===== config.mk =====
export PLATFORM = sky130hd
export DESIGN_NAME = fcpwm_top
export DESIGN_NICKNAME = d
export VERILOG_FILES = /design/src/verilog/fcpwm_pkg.sv /design/src/verilog/fcpwm_top.sv
export SDC_FILE = /design/constraint.sdc
export NUM_CORES = 1
export LEC_CHECK = 0
export BUFFER_PORTS_ARGS = -buffer_cell sky130_fd_sc_hd__buf_2
export CAP_MARGIN = 20
export CORE_ASPECT_RATIO = 1.2
export CORE_MARGIN = 1
export CORE_UTILIZATION = 31
export DETAILED_ROUTE_END_ITERATION = 16
export GPL_ROUTABILITY_DRIVEN = 0
export SLEW_MARGIN = 10
export SYNTH_ARGS = -nofsm -noshare
export SYNTH_HDL_FRONTEND = slang
export SYNTH_SLANG_ARGS = --single-unit

===== constraint.sdc =====
create_clock -name clk -period 1.85 [get_ports clk]
set_input_delay 0.185 -clock clk [delete_from_list [all_inputs] [get_ports clk]]
set_output_delay 0.185 -clock clk [all_outputs]
set_load 0.03 [all_outputs]

===== src/verilog/fcpwm_pkg.sv =====
/*
  Constants, register map and state type of the four-channel pwm with brake.
  Assumes a single 20 MHz clock and an apb master on the register side.
*/
// Summary of operation
// - compare is 10 bits: low byte per channel, top bits from a shared register
// - underflow drives output high; it goes low at compare until next underflow
// - high time equals reload minus compare plus one clocks
// - compare above reload, except all ones, keeps the output permanently high
// - compare of all zeros keeps the output permanently high
// - compare of all ones keeps the output permanently low
// - compare writes land in shadows and move only by transfer
// - per-channel invert bits 5, 4, 2, 1 swap the output levels
// - transfer bit 6 copies shadows at next underflow, then clears itself
// - run bit 7 starts the down counter; clear halts it
// - transfers happen only at underflow, never while halted
// - rewriting control with run but no transfer cancels a pending transfer
// - when run clears, outputs hold their last levels while halted
// - during brake outputs take the four brake-level bits
// - brake acts only with enable bit 4; with no mode bits it is always on
// - brake-on-stop bit 7 brakes whenever run is zero
// - pin mode brakes when brake input matches the polarity bit
// - a pin-caused brake clears the run bit
// - after brake, outputs return to the levels held before it
// - period counter is a 10-bit down counter reloaded at underflow
// - after reset each internal channel output is one
// - reload writes land in a shadow and move only by transfer
package fcpwm_pkg;

  // ---------------------------------------------------------------
  // register offsets (byte addresses)
  // ---------------------------------------------------------------
  localparam logic [7:0] OFS_MAIN_CTL  = 8'h00;
  localparam logic [7:0] OFS_BRAKE_CTL = 8'h04;
  localparam logic [7:0] OFS_CMP_SH0   = 8'h08;
  localparam logic [7:0] OFS_CMP_SH4   = 8'h18;
  localparam logic [7:0] OFS_RLD_SH0   = 8'h1c;
  localparam logic [7:0] OFS_RLD_SH1   = 8'h20;

  // ---------------------------------------------------------------
  // field positions
  // ---------------------------------------------------------------
  localparam int RUN_BIT     = 7;
  localparam int SHADOW_TRANSFER_REQUEST_BIT    = 6;
  localparam int INV3_BIT    = 5;
  localparam int INV2_BIT    = 4;
  localparam int INV1_BIT    = 2;
  localparam int INV0_BIT    = 1;
  localparam int BK_STOP_BIT = 7;
  localparam int BK_POL_BIT  = 6;
  localparam int BK_PIN_BIT  = 5;
  localparam int BK_EN_BIT   = 4;

  // ---------------------------------------------------------------
  // values
  // ---------------------------------------------------------------
  localparam logic [7:0] MAIN_CTL_RST  = 8'h00;
  localparam logic [7:0] BRAKE_CTL_RST = 8'h00;
  localparam logic [7:0] SHADOW_RST    = 8'h00;
  localparam logic [9:0] CNT_RST       = 10'h000;
  localparam logic [9:0] CMP_ZERO      = 10'h000;
  localparam logic [9:0] CMP_ONES      = 10'h3ff;
  localparam logic [3:0] WAVE_RST      = 4'hf;

  // ---------------------------------------------------------------
  // state
  // ---------------------------------------------------------------
  typedef struct packed {
    logic [9:0]       cnt;
    logic [9:0]       reload;
    logic [3:0][9:0]  cmp;
    logic [7:0]       main_ctl;
    logic [7:0]       brake_ctl;
    logic [3:0][7:0]  cmp_lo;
    logic [7:0]       cmp_hi;
    logic [7:0]       rld_lo;
    logic [1:0]       rld_hi;
    logic [3:0]       wave;
    logic [3:0]       out;
    logic [2:0]       sync;
    logic             pin;
    logic             rdy;
    logic             err;
    logic [31:0]      rdata;
  } fcpwm_state_t;

endpackage


===== src/verilog/fcpwm_top.sv =====
/*
  Four-channel pwm with shared 10-bit period counter, shadowed compare and
  reload values, per-channel invert and a brake function.
  Assumes an apb master on clk and an asynchronous brake input pin.
*/
`timescale 1ns/100ps
module fcpwm_top
  import fcpwm_pkg::*;
(
  // clock and reset
  input  wire logic        clk,
  input  wire logic        rst_n,
  // apb slave
  input  wire logic        psel,
  input  wire logic        penable,
  input  wire logic        pwrite,
  input  wire logic [7:0]  paddr,
  input  wire logic [31:0] pwdata,
  output      logic [31:0] prdata,
  output      logic        pready,
  output      logic        pslverr,
  // brake pin
  input  wire logic        brake_input,
  // waveform outputs
  output      logic        wave_out_0,
  output      logic        wave_out_1,
  output      logic        wave_out_2,
  output      logic        wave_out_3
);

  fcpwm_state_t s_q;
  fcpwm_state_t s_d;

  logic [3:0] inv;
  logic       run;
  logic       shadow_transfer_request;
  logic       underflow;
  logic       pin_match;
  logic       pin_brake;
  logic       brake;
  logic       setup;
  logic       access;
  logic       wr_main;
  logic [9:0] cmp_sh;
  logic [31:0] rd_val;
  logic       rd_err;

  // ---------------------------------------------------------------
  // decode
  // ---------------------------------------------------------------
  assign run     = s_q.main_ctl[RUN_BIT];
  assign shadow_transfer_request    = s_q.main_ctl[SHADOW_TRANSFER_REQUEST_BIT];
  assign inv     = {s_q.main_ctl[INV3_BIT], s_q.main_ctl[INV2_BIT],
                    s_q.main_ctl[INV1_BIT], s_q.main_ctl[INV0_BIT]};
  assign setup   = psel & ~penable;
  assign access  = psel & penable & s_q.rdy;
  assign wr_main = access & pwrite & (paddr == OFS_MAIN_CTL);

  // counter runs only with run set; zero count is the underflow point
  assign underflow = run & (s_q.cnt == CNT_RST);

  assign pin_match = (s_q.pin == s_q.brake_ctl[BK_POL_BIT]);
  assign pin_brake = s_q.brake_ctl[BK_EN_BIT] & s_q.brake_ctl[BK_PIN_BIT] & pin_match;
  always_comb begin
    brake = 1'b0;
    if (s_q.brake_ctl[BK_EN_BIT]) begin
      if (!s_q.brake_ctl[BK_STOP_BIT] && !s_q.brake_ctl[BK_PIN_BIT]) begin
        brake = 1'b1;
      end
      if (s_q.brake_ctl[BK_STOP_BIT] && !run) begin
        brake = 1'b1;
      end
      if (pin_brake) begin
        brake = 1'b1;
      end
    end
  end

  // ---------------------------------------------------------------
  // register read mux
  // ---------------------------------------------------------------
  always_comb begin
    rd_val = 32'h0000_0000;
    rd_err = 1'b0;
    unique case (paddr)
      OFS_MAIN_CTL:  rd_val = {24'h00_0000, s_q.main_ctl};
      OFS_BRAKE_CTL: rd_val = {24'h00_0000, s_q.brake_ctl};
      OFS_CMP_SH4:   rd_val = {24'h00_0000, s_q.cmp_hi};
      OFS_RLD_SH0:   rd_val = {24'h00_0000, s_q.rld_lo};
      OFS_RLD_SH1:   rd_val = {30'h0000_0000, s_q.rld_hi};
      default: begin
        if (paddr >= OFS_CMP_SH0 && paddr < OFS_CMP_SH4 && paddr[1:0] == 2'h0) begin
          rd_val = {24'h00_0000, s_q.cmp_lo[paddr[3:2] - 2'h2]};
        end else begin
          rd_err = 1'b1;
        end
      end
    endcase
  end

  // ---------------------------------------------------------------
  // next state
  // ---------------------------------------------------------------
  always_comb begin
    s_d = s_q;
    cmp_sh = CMP_ZERO;

    // apb: answer is prepared in setup, taken in the access phase
    if (setup) begin
      s_d.rdy   = 1'b1;
      s_d.err   = rd_err;
      s_d.rdata = pwrite ? 32'h0000_0000 : rd_val;
    end else if (access) begin
      s_d.rdy = 1'b0;
    end

    // brake pin: three flops, accepted when the last two agree
    s_d.sync = {s_q.sync[1:0], brake_input};
    if (s_q.sync[2] == s_q.sync[1]) begin
      s_d.pin = s_q.sync[2];
    end

    // period counter
    if (underflow) begin
      s_d.cnt = s_q.reload;
    end else if (run) begin
      s_d.cnt = s_q.cnt - 10'h001;
    end

    // waveforms are frozen while braking so brake exit restores them
    if (run && !brake) begin
      for (int n = 0; n < 4; n++) begin
        if (s_q.cmp[n] == CMP_ONES) begin
          s_d.wave[n] = 1'b0;
        end else if (underflow) begin
          s_d.wave[n] = 1'b1;
        end else if (s_q.cnt == s_q.cmp[n]) begin
          // high from reload down to compare: reload-compare+1 clocks
          s_d.wave[n] = 1'b0;
        end
      end
    end

    // shadow transfer only at underflow
    if (underflow && shadow_transfer_request) begin
      s_d.reload = {s_q.rld_hi, s_q.rld_lo};
      for (int n = 0; n < 4; n++) begin
        cmp_sh = {s_q.cmp_hi[2*n+1 -: 2], s_q.cmp_lo[n]};
        s_d.cmp[n] = cmp_sh;
      end
      s_d.main_ctl[SHADOW_TRANSFER_REQUEST_BIT] = 1'b0;
    end

    // register writes take effect at the access edge
    if (access && pwrite) begin
      unique case (paddr)
        OFS_MAIN_CTL:  s_d.main_ctl  = pwdata[7:0];
        OFS_BRAKE_CTL: s_d.brake_ctl = pwdata[7:0];
        OFS_CMP_SH4:   s_d.cmp_hi    = pwdata[7:0];
        OFS_RLD_SH0:   s_d.rld_lo    = pwdata[7:0];
        OFS_RLD_SH1:   s_d.rld_hi    = pwdata[1:0];
        default: begin
          if (paddr >= OFS_CMP_SH0 && paddr < OFS_CMP_SH4 && paddr[1:0] == 2'h0) begin
            s_d.cmp_lo[paddr[3:2] - 2'h2] = pwdata[7:0];
          end
        end
      endcase
    end
    // a transfer at the same edge as a write keeps the written request
    if (wr_main && underflow && shadow_transfer_request) begin
      s_d.main_ctl[SHADOW_TRANSFER_REQUEST_BIT] = pwdata[SHADOW_TRANSFER_REQUEST_BIT];
    end

    // pin brake overrides any run set by software
    if (pin_brake) begin
      s_d.main_ctl[RUN_BIT] = 1'b0;
    end

    // output stage
    for (int n = 0; n < 4; n++) begin
      if (brake) begin
        s_d.out[n] = s_q.brake_ctl[n];
      end else begin
        s_d.out[n] = s_q.wave[n] ^ inv[n];
      end
    end
  end

  // ---------------------------------------------------------------
  // state register
  // ---------------------------------------------------------------
  always_ff @(posedge clk or negedge rst_n) begin
    if (!rst_n) begin
      s_q.cnt       <= CNT_RST;
      s_q.reload    <= CNT_RST;
      s_q.cmp       <= {4{CMP_ZERO}};
      s_q.main_ctl  <= MAIN_CTL_RST;
      s_q.brake_ctl <= BRAKE_CTL_RST;
      s_q.cmp_lo    <= {4{SHADOW_RST}};
      s_q.cmp_hi    <= SHADOW_RST;
      s_q.rld_lo    <= SHADOW_RST;
      s_q.rld_hi    <= 2'h0;
      s_q.wave      <= WAVE_RST;
      s_q.out       <= WAVE_RST;
      s_q.sync      <= 3'h0;
      s_q.pin       <= 1'b0;
      s_q.rdy       <= 1'b0;
      s_q.err       <= 1'b0;
      s_q.rdata     <= 32'h0000_0000;
    end else begin
      s_q <= s_d;
    end
  end

  // ---------------------------------------------------------------
  // outputs
  // ---------------------------------------------------------------
  assign prdata     = s_q.rdata;
  assign pready     = access;
  assign pslverr    = access & s_q.err;
  assign wave_out_0 = s_q.out[0];
  assign wave_out_1 = s_q.out[1];
  assign wave_out_2 = s_q.out[2];
  assign wave_out_3 = s_q.out[3];

endmodule // fcpwm_top


==> After elaboration in Yosys (flattened, before gate mapping) <==
Index checks and enable logic that the tools add are counted.
{ "word_totals": {"register_bits": 172, "latch_bits": 0, "ram_bits": 0, "mem_bits_ro": 0, "inputBits": 46, "elab_cells": 144, "n_memories": 0} }
{ "classes": {"add_sub_neg": 2, "multipliers": 0, "n_div": 0, "n_lt_le_gt_ge": 4, "eq_ne": 14, "n_shift": 0, "mux": 45, "bitwise": 15, "reduce_logical": 37} }
{ "op_table": {"columns": ["cell", "n"], "rows": [
  ["2-to-1 mux 32 bit", 3],
  ["2-to-1 mux 66 bit", 1],
  ["2-to-1 mux 8 bit", 7],
  ["== test 10 bit", 4],
  ["== test 10 bit, second input constant", 4],
  ["one-hot mux 8 bit (5 select lines)", 1],
  ["bitwise mux 32 bit", 1],
  ["2-to-1 mux 1 bit", 27],
  ["2-to-1 mux 10 bit", 2],
  ["AND reduction 2 bit", 10],
  ["binary-select mux 8 bit (select 2 bit)", 1],
  ["demux 8 bit (select 2 bit)", 1],
  ["== test 8 x 5 -> 1 bit, second input constant", 2],
  ["nonzero test 3 bit", 4],
  ["logical AND 1 bit", 10],
  ["zero test 10 bit", 1],
  ["subtractor 10 x 1 -> 10 bit, second input constant", 1],
  ["bitwise AND 1 bit", 9],
  ["== test 8 x 3 -> 1 bit, second input constant", 1],
  ["== test 8 x 6 -> 1 bit, second input constant", 1],
  [">= comparator 8 x 4 -> 1 bit, second input constant", 1],
  ["zero test 8 bit", 1],
  ["less-than comparator 8 x 5 -> 1 bit, second input constant", 1],
  ["nonzero test 2 bit", 4],
  ["11 further kinds", 19]
]} }

==> Depth between registers and ports, before layout <==
{ "depth": {"ltp_word": 10, "depth_mapped": 9} }

==> Worst setup path after synthesis <==
OpenSTA, ideal clock, no wires.
{ "synth_path": {"kind": "reg2reg", "start": "register s_q[162] in the netlist's numbering", "end": "register s_q[112] in the netlist's numbering", "setup_time_ns": 0.128, "arrival_time_ns": 1.895, "required_time_ns": 1.722, "path_slack_ns": -0.173, "path_stages_with_launch": 9, "n_path_buf": 2, "synth_period_minus_slack_ns": 2.023, "path_cell_list": "dfrtp_1 -> clkbuf_1 -> inv_1 -> ha_1 -> nor4b_1 -> and4bb_1 -> nand2_1 -> buf_2 -> mux2_1"} }
{ "synth_via": {"elab_chain_cells": 3} }
{ "synth_lines": {"columns": ["element", "line_no", "text"], "rows": [
  ["from (decl)", "fcpwm_top.sv:31", "fcpwm_state_t s_q;"],
  ["zero test 10 bit", "fcpwm_top.sv:60", "assign underflow = run & (s_q.cnt == CNT_RST);"],
  ["bitwise AND 1 bit", "fcpwm_top.sv:60", null],
  ["logical AND 1 bit", "fcpwm_top.sv:145", "if (underflow && shadow_transfer_request) begin"]
]} }
Every way passes these cells.
A chain may end at the register's enable or synchronous reset.

==> Worst setup path in the final report <==
{ "layout_path": {"start": "register s_q[168] in the netlist's numbering", "end": "register s_q[136] in the netlist's numbering"} }
The elaborated chain is that of the path after synthesis.

==> key figures <==
CTS
  – CTS tree: built
  – H-tree Lvls: 4
  – Clk slew on worst S/H paths: 60 ps
  – Clock Latency Late Sink: 430 ps
  – Clock sink count: 148
  – Cts bufs inserted: 17
  – Bufs on Longest Clock Path: 2
  – Clock root buffer: clkbuf_16

Detailed routing
  – DR vias: 4819
  – WL per Instance: 18.7 um
  – Vias per cell: 4.87
  – DR DRC count: 0
  – Final WL: 18500 um
  – Pre-Repair DR Iteration Count: 4
  – Final ANT Viol Nets: 0
  – DRT iter0 DRCs: 217

Power
  – Pwr dens: 897 nW/um^2
  – Share of power burned in registers: 43.6%
  – VDD IR max: 0.000738 V
  – Combinational fraction of design power: 17.2%
  – LEAKAGE: 4.66 nW
  – Clock network power share: 39.1%
  – Internal: 0.00588 W
  – Switch share: 28.3%
  – Power, Total: 0.00820 W
  – Sw power: 0.00232 W

Critical path
  – Crit-path max FO: 17
  – CP max-delay cell: or3_4
  – Crit-path cells: or3_4 -> and4bb_2 -> nand2_4 -> buf_12 -> mux2_1
  – Crit path capture type: flop
  – Worst EP arrival: 2190 ps
  – Max incr delay on CP: 400 ps
  – Worst setup SP type: flop
  – Reg2Reg Setup Slack: -30 ps
  – CP required: 2150 ps
  – Critical path type: flop to flop

STA
  – Count of pins over their slew limit: 0
  – Unrepaired setup endpoints after global routing: yes
  – Worst setup margin: -34.4 ps
  – Fmax: 0.531 GHz
  – Final hold vios: 0
  – Setup Skew: 7.88 ps
  – Worst Max-Slew Pin Slew: 631 ps
  – Tmin final: 1880 ps
  – Setup violators final: 48
  – Fin crit share: 102%
  – Slew HR: 58.0%

Placement
  – DP Worst Slack: -217 ps
  – PortBufs: 35
  – DPL Wire Length: 13100 um
  – Placed cells: 947

Synth
  – Synth async-reset ratio: 100%
  – Post-synth EDFFs: 0
  – Syn Inst Count: 583
  – Synth cell types: 61
  – FF+latch count, synth: 148
  – Mapped Area: 7360 um^2
  – Syn_area_per_cell: 12.6 um^2
  – Ys flop type: dfrtp_1
  – Yosys Warn Count: 0
  – Post-synthesis sequential area ratio: 50.4%

Floorplan
  – Starting Density: 31.6%
  – Die W: 143 um
  – Die height: 171 um
  – CORE AREA: 23300 um^2
  – Full die area: 24400 um^2
  – Row cnt: 61
  – Ports: 84

GRT
  – Initial antenna violation count: 0
  – All-layer global routing usage: 16.1%
  – Gr ovfl total: 0
  – Largest net degree at the start of global routing: 47
  – First-pass GRT wire length: 28700 um
  – Vias in the first global route: 4899

Cells and area
  – Antenna diode count: 0
  – Nets: 709
  – Non-filler cells, final: 989
  – Layout area overhead: 24.0%
  – Share of cells above drive strength 1: 33.4%

Run
  – Max-cap violations: 0

Hold path
  – Worst hold path type: primary input to flop

Status
  – Status: finished, violations left
  – Violated checks: setup timing
## what timing repair did
item	in CTS	in global routing
gates cloned	0	2
endpoints found under the hold margin	34	0
endpoints found under the setup margin	50	79
setup buffers	1	5
pin swaps	1	8
gates resized for setup	6	39
hold buffers	3	0
## final timing paths
kind	startpoint	endpoint	cells past startpoint
worst max register to register	s_q[168]	s_q[136]	5
min in group asynchronous	rst_n	s_q[46]	2
worst max-delay path	s_q[168]	s_q[136]	5
worst min register to register	s_d[36]	s_d[37]	0
worst min-delay path	pwdata[6]	s_q[110]	3
max in group asynchronous	rst_n	wave_out_0	3
## synth_stat cells, types with 2 or more instances
master / number / area share [%]
dfrtp_1: 140 / 48
mux2_1: 117 / 18
xor2_1: 44 / 5.2
buf_4: 32 / 3.3
nand2_1: 23 / 1.2
clkbuf_1: 16 / 0.82
o21ai_1: 16 / 1.1
nor2_1: 13 / 0.66
buf_2: 11 / 0.75
mux2i_1: 11 / 1.5
nor3_1: 11 / 0.75
mux4_2: 10 / 3.1
nand4_1: 10 / 0.85
nor4_1: 10 / 0.85
inv_1: 9 / 0.46
dfstp_2: 8 / 2.9
a22oi_1: 7 / 0.71
a31oi_1: 7 / 0.59
mux2_2: 7 / 1.1
a21oi_1: 6 / 0.41
o31ai_1: 6 / 0.61
or3_1: 5 / 0.42
a211o_1: 4 / 0.48
nand3_2: 4 / 0.54
nor2b_1: 4 / 0.34
nor3b_1: 4 / 0.41
o2bb2ai_1: 3 / 0.36
a22o_1: 2 / 0.24
a32oi_1: 2 / 0.24
and3_1: 2 / 0.17
buf_1: 2 / 0.10
buf_6: 2 / 0.31
ha_1: 2 / 0.34
inv_2: 2 / 0.10
o211ai_1: 2 / 0.20
o21ai_0: 2 / 0.14
o22a_1: 2 / 0.24
or4_4: 2 / 0.31
## power groups by stage
stage / sequential [W] / combinational (W) / clock (W)
after global placement: 0.00362 / 0.00133 / 0
after detailed placement: 0.00362 / 0.00134 / 0
after global routing: 0.00359 / 0.00154 / 0.00342
after floorplan: 0.00367 / 0.000826 / 0
after CTS: 0.00357 / 0.00137 / 0.00328
final: 0.00358 / 0.00141 / 0.00320
## layout make-up
class                           instances  area, um^2
Multi-Input combinational cell        384        3590
Clock buffer                           18         429
Clock inverter                         14         116
Inverter                               11        41.3
Sequential cell                       148        3710
Tap cell                              315         394
Fill cell                            2235       14100
Timing Repair Buffer                   99         848
## through the flow
| step | utilization (%) | TNS [ps] | hold slack, ps | instance area (um^2) |
|---|---|---|---|---|
| 4_1_cts | 38.2 | -176 | 54.8 | 8900 |
| 2_1_floorplan | - | -3530 | -111 | 7650 |
| 3_5_place_dp | 35.6 | -12320 | 117 | 8290 |
| 3_3_place_gp | 35.6 | -10530 | 117 | 8290 |
| 6_report | 39.2 | -687 | 80.7 | 9130 |
| 5_1_grt | 39.2 | -4130 | 75.6 | 9130 |
## layout by cell type (no fill, tap or decap), types with 8 or more instances in the layout
cell	instances
clkbuf_16	18
nor4_1	9
xor2_1	44
buf_4	46
mux2_4	42
conb_1	24
buf_2	33
nand4_1	10
mux2_1	75
mux2i_1	11
dfrtp_1	140
mux4_2	10
nand2_1	22
buf_12	11
dfstp_2	8
nor2_1	13
o21ai_1	15
## cell families (layout without fill, tap and decap cells)
kind of cell,Yosys count,after routing,synth area share (%)
AOI/OAI and AO/OA,66,66,6.18
xor gates and xnor gates,45,45,5.35
adders and majority gates,3,3,0.476
buffers and inverters,74,142,5.79
DFF,148,148,50.4
muxes,145,145,23.5
other,1,24,0.0509
and+or+nand+nor,101,101,8.21
## critical path: cells and delay by family, from the launching register on
family | cells | cell delay [ps]
mux | 1 | 320
flops | 1 | 380
simple gates | 3 | 860
buf+inv | 1 | 190
## routing by layer
layer  vias up  part of all wire (%)  track usage (%)
li1       2220                     -                -
met1      2464                    43             20.0
met2        94                    50             27.2
met3        41                   2.5             2.27
met4         0                   3.8             7.95
met5         -                     0                0
Power figures use the tool's default switching activity.
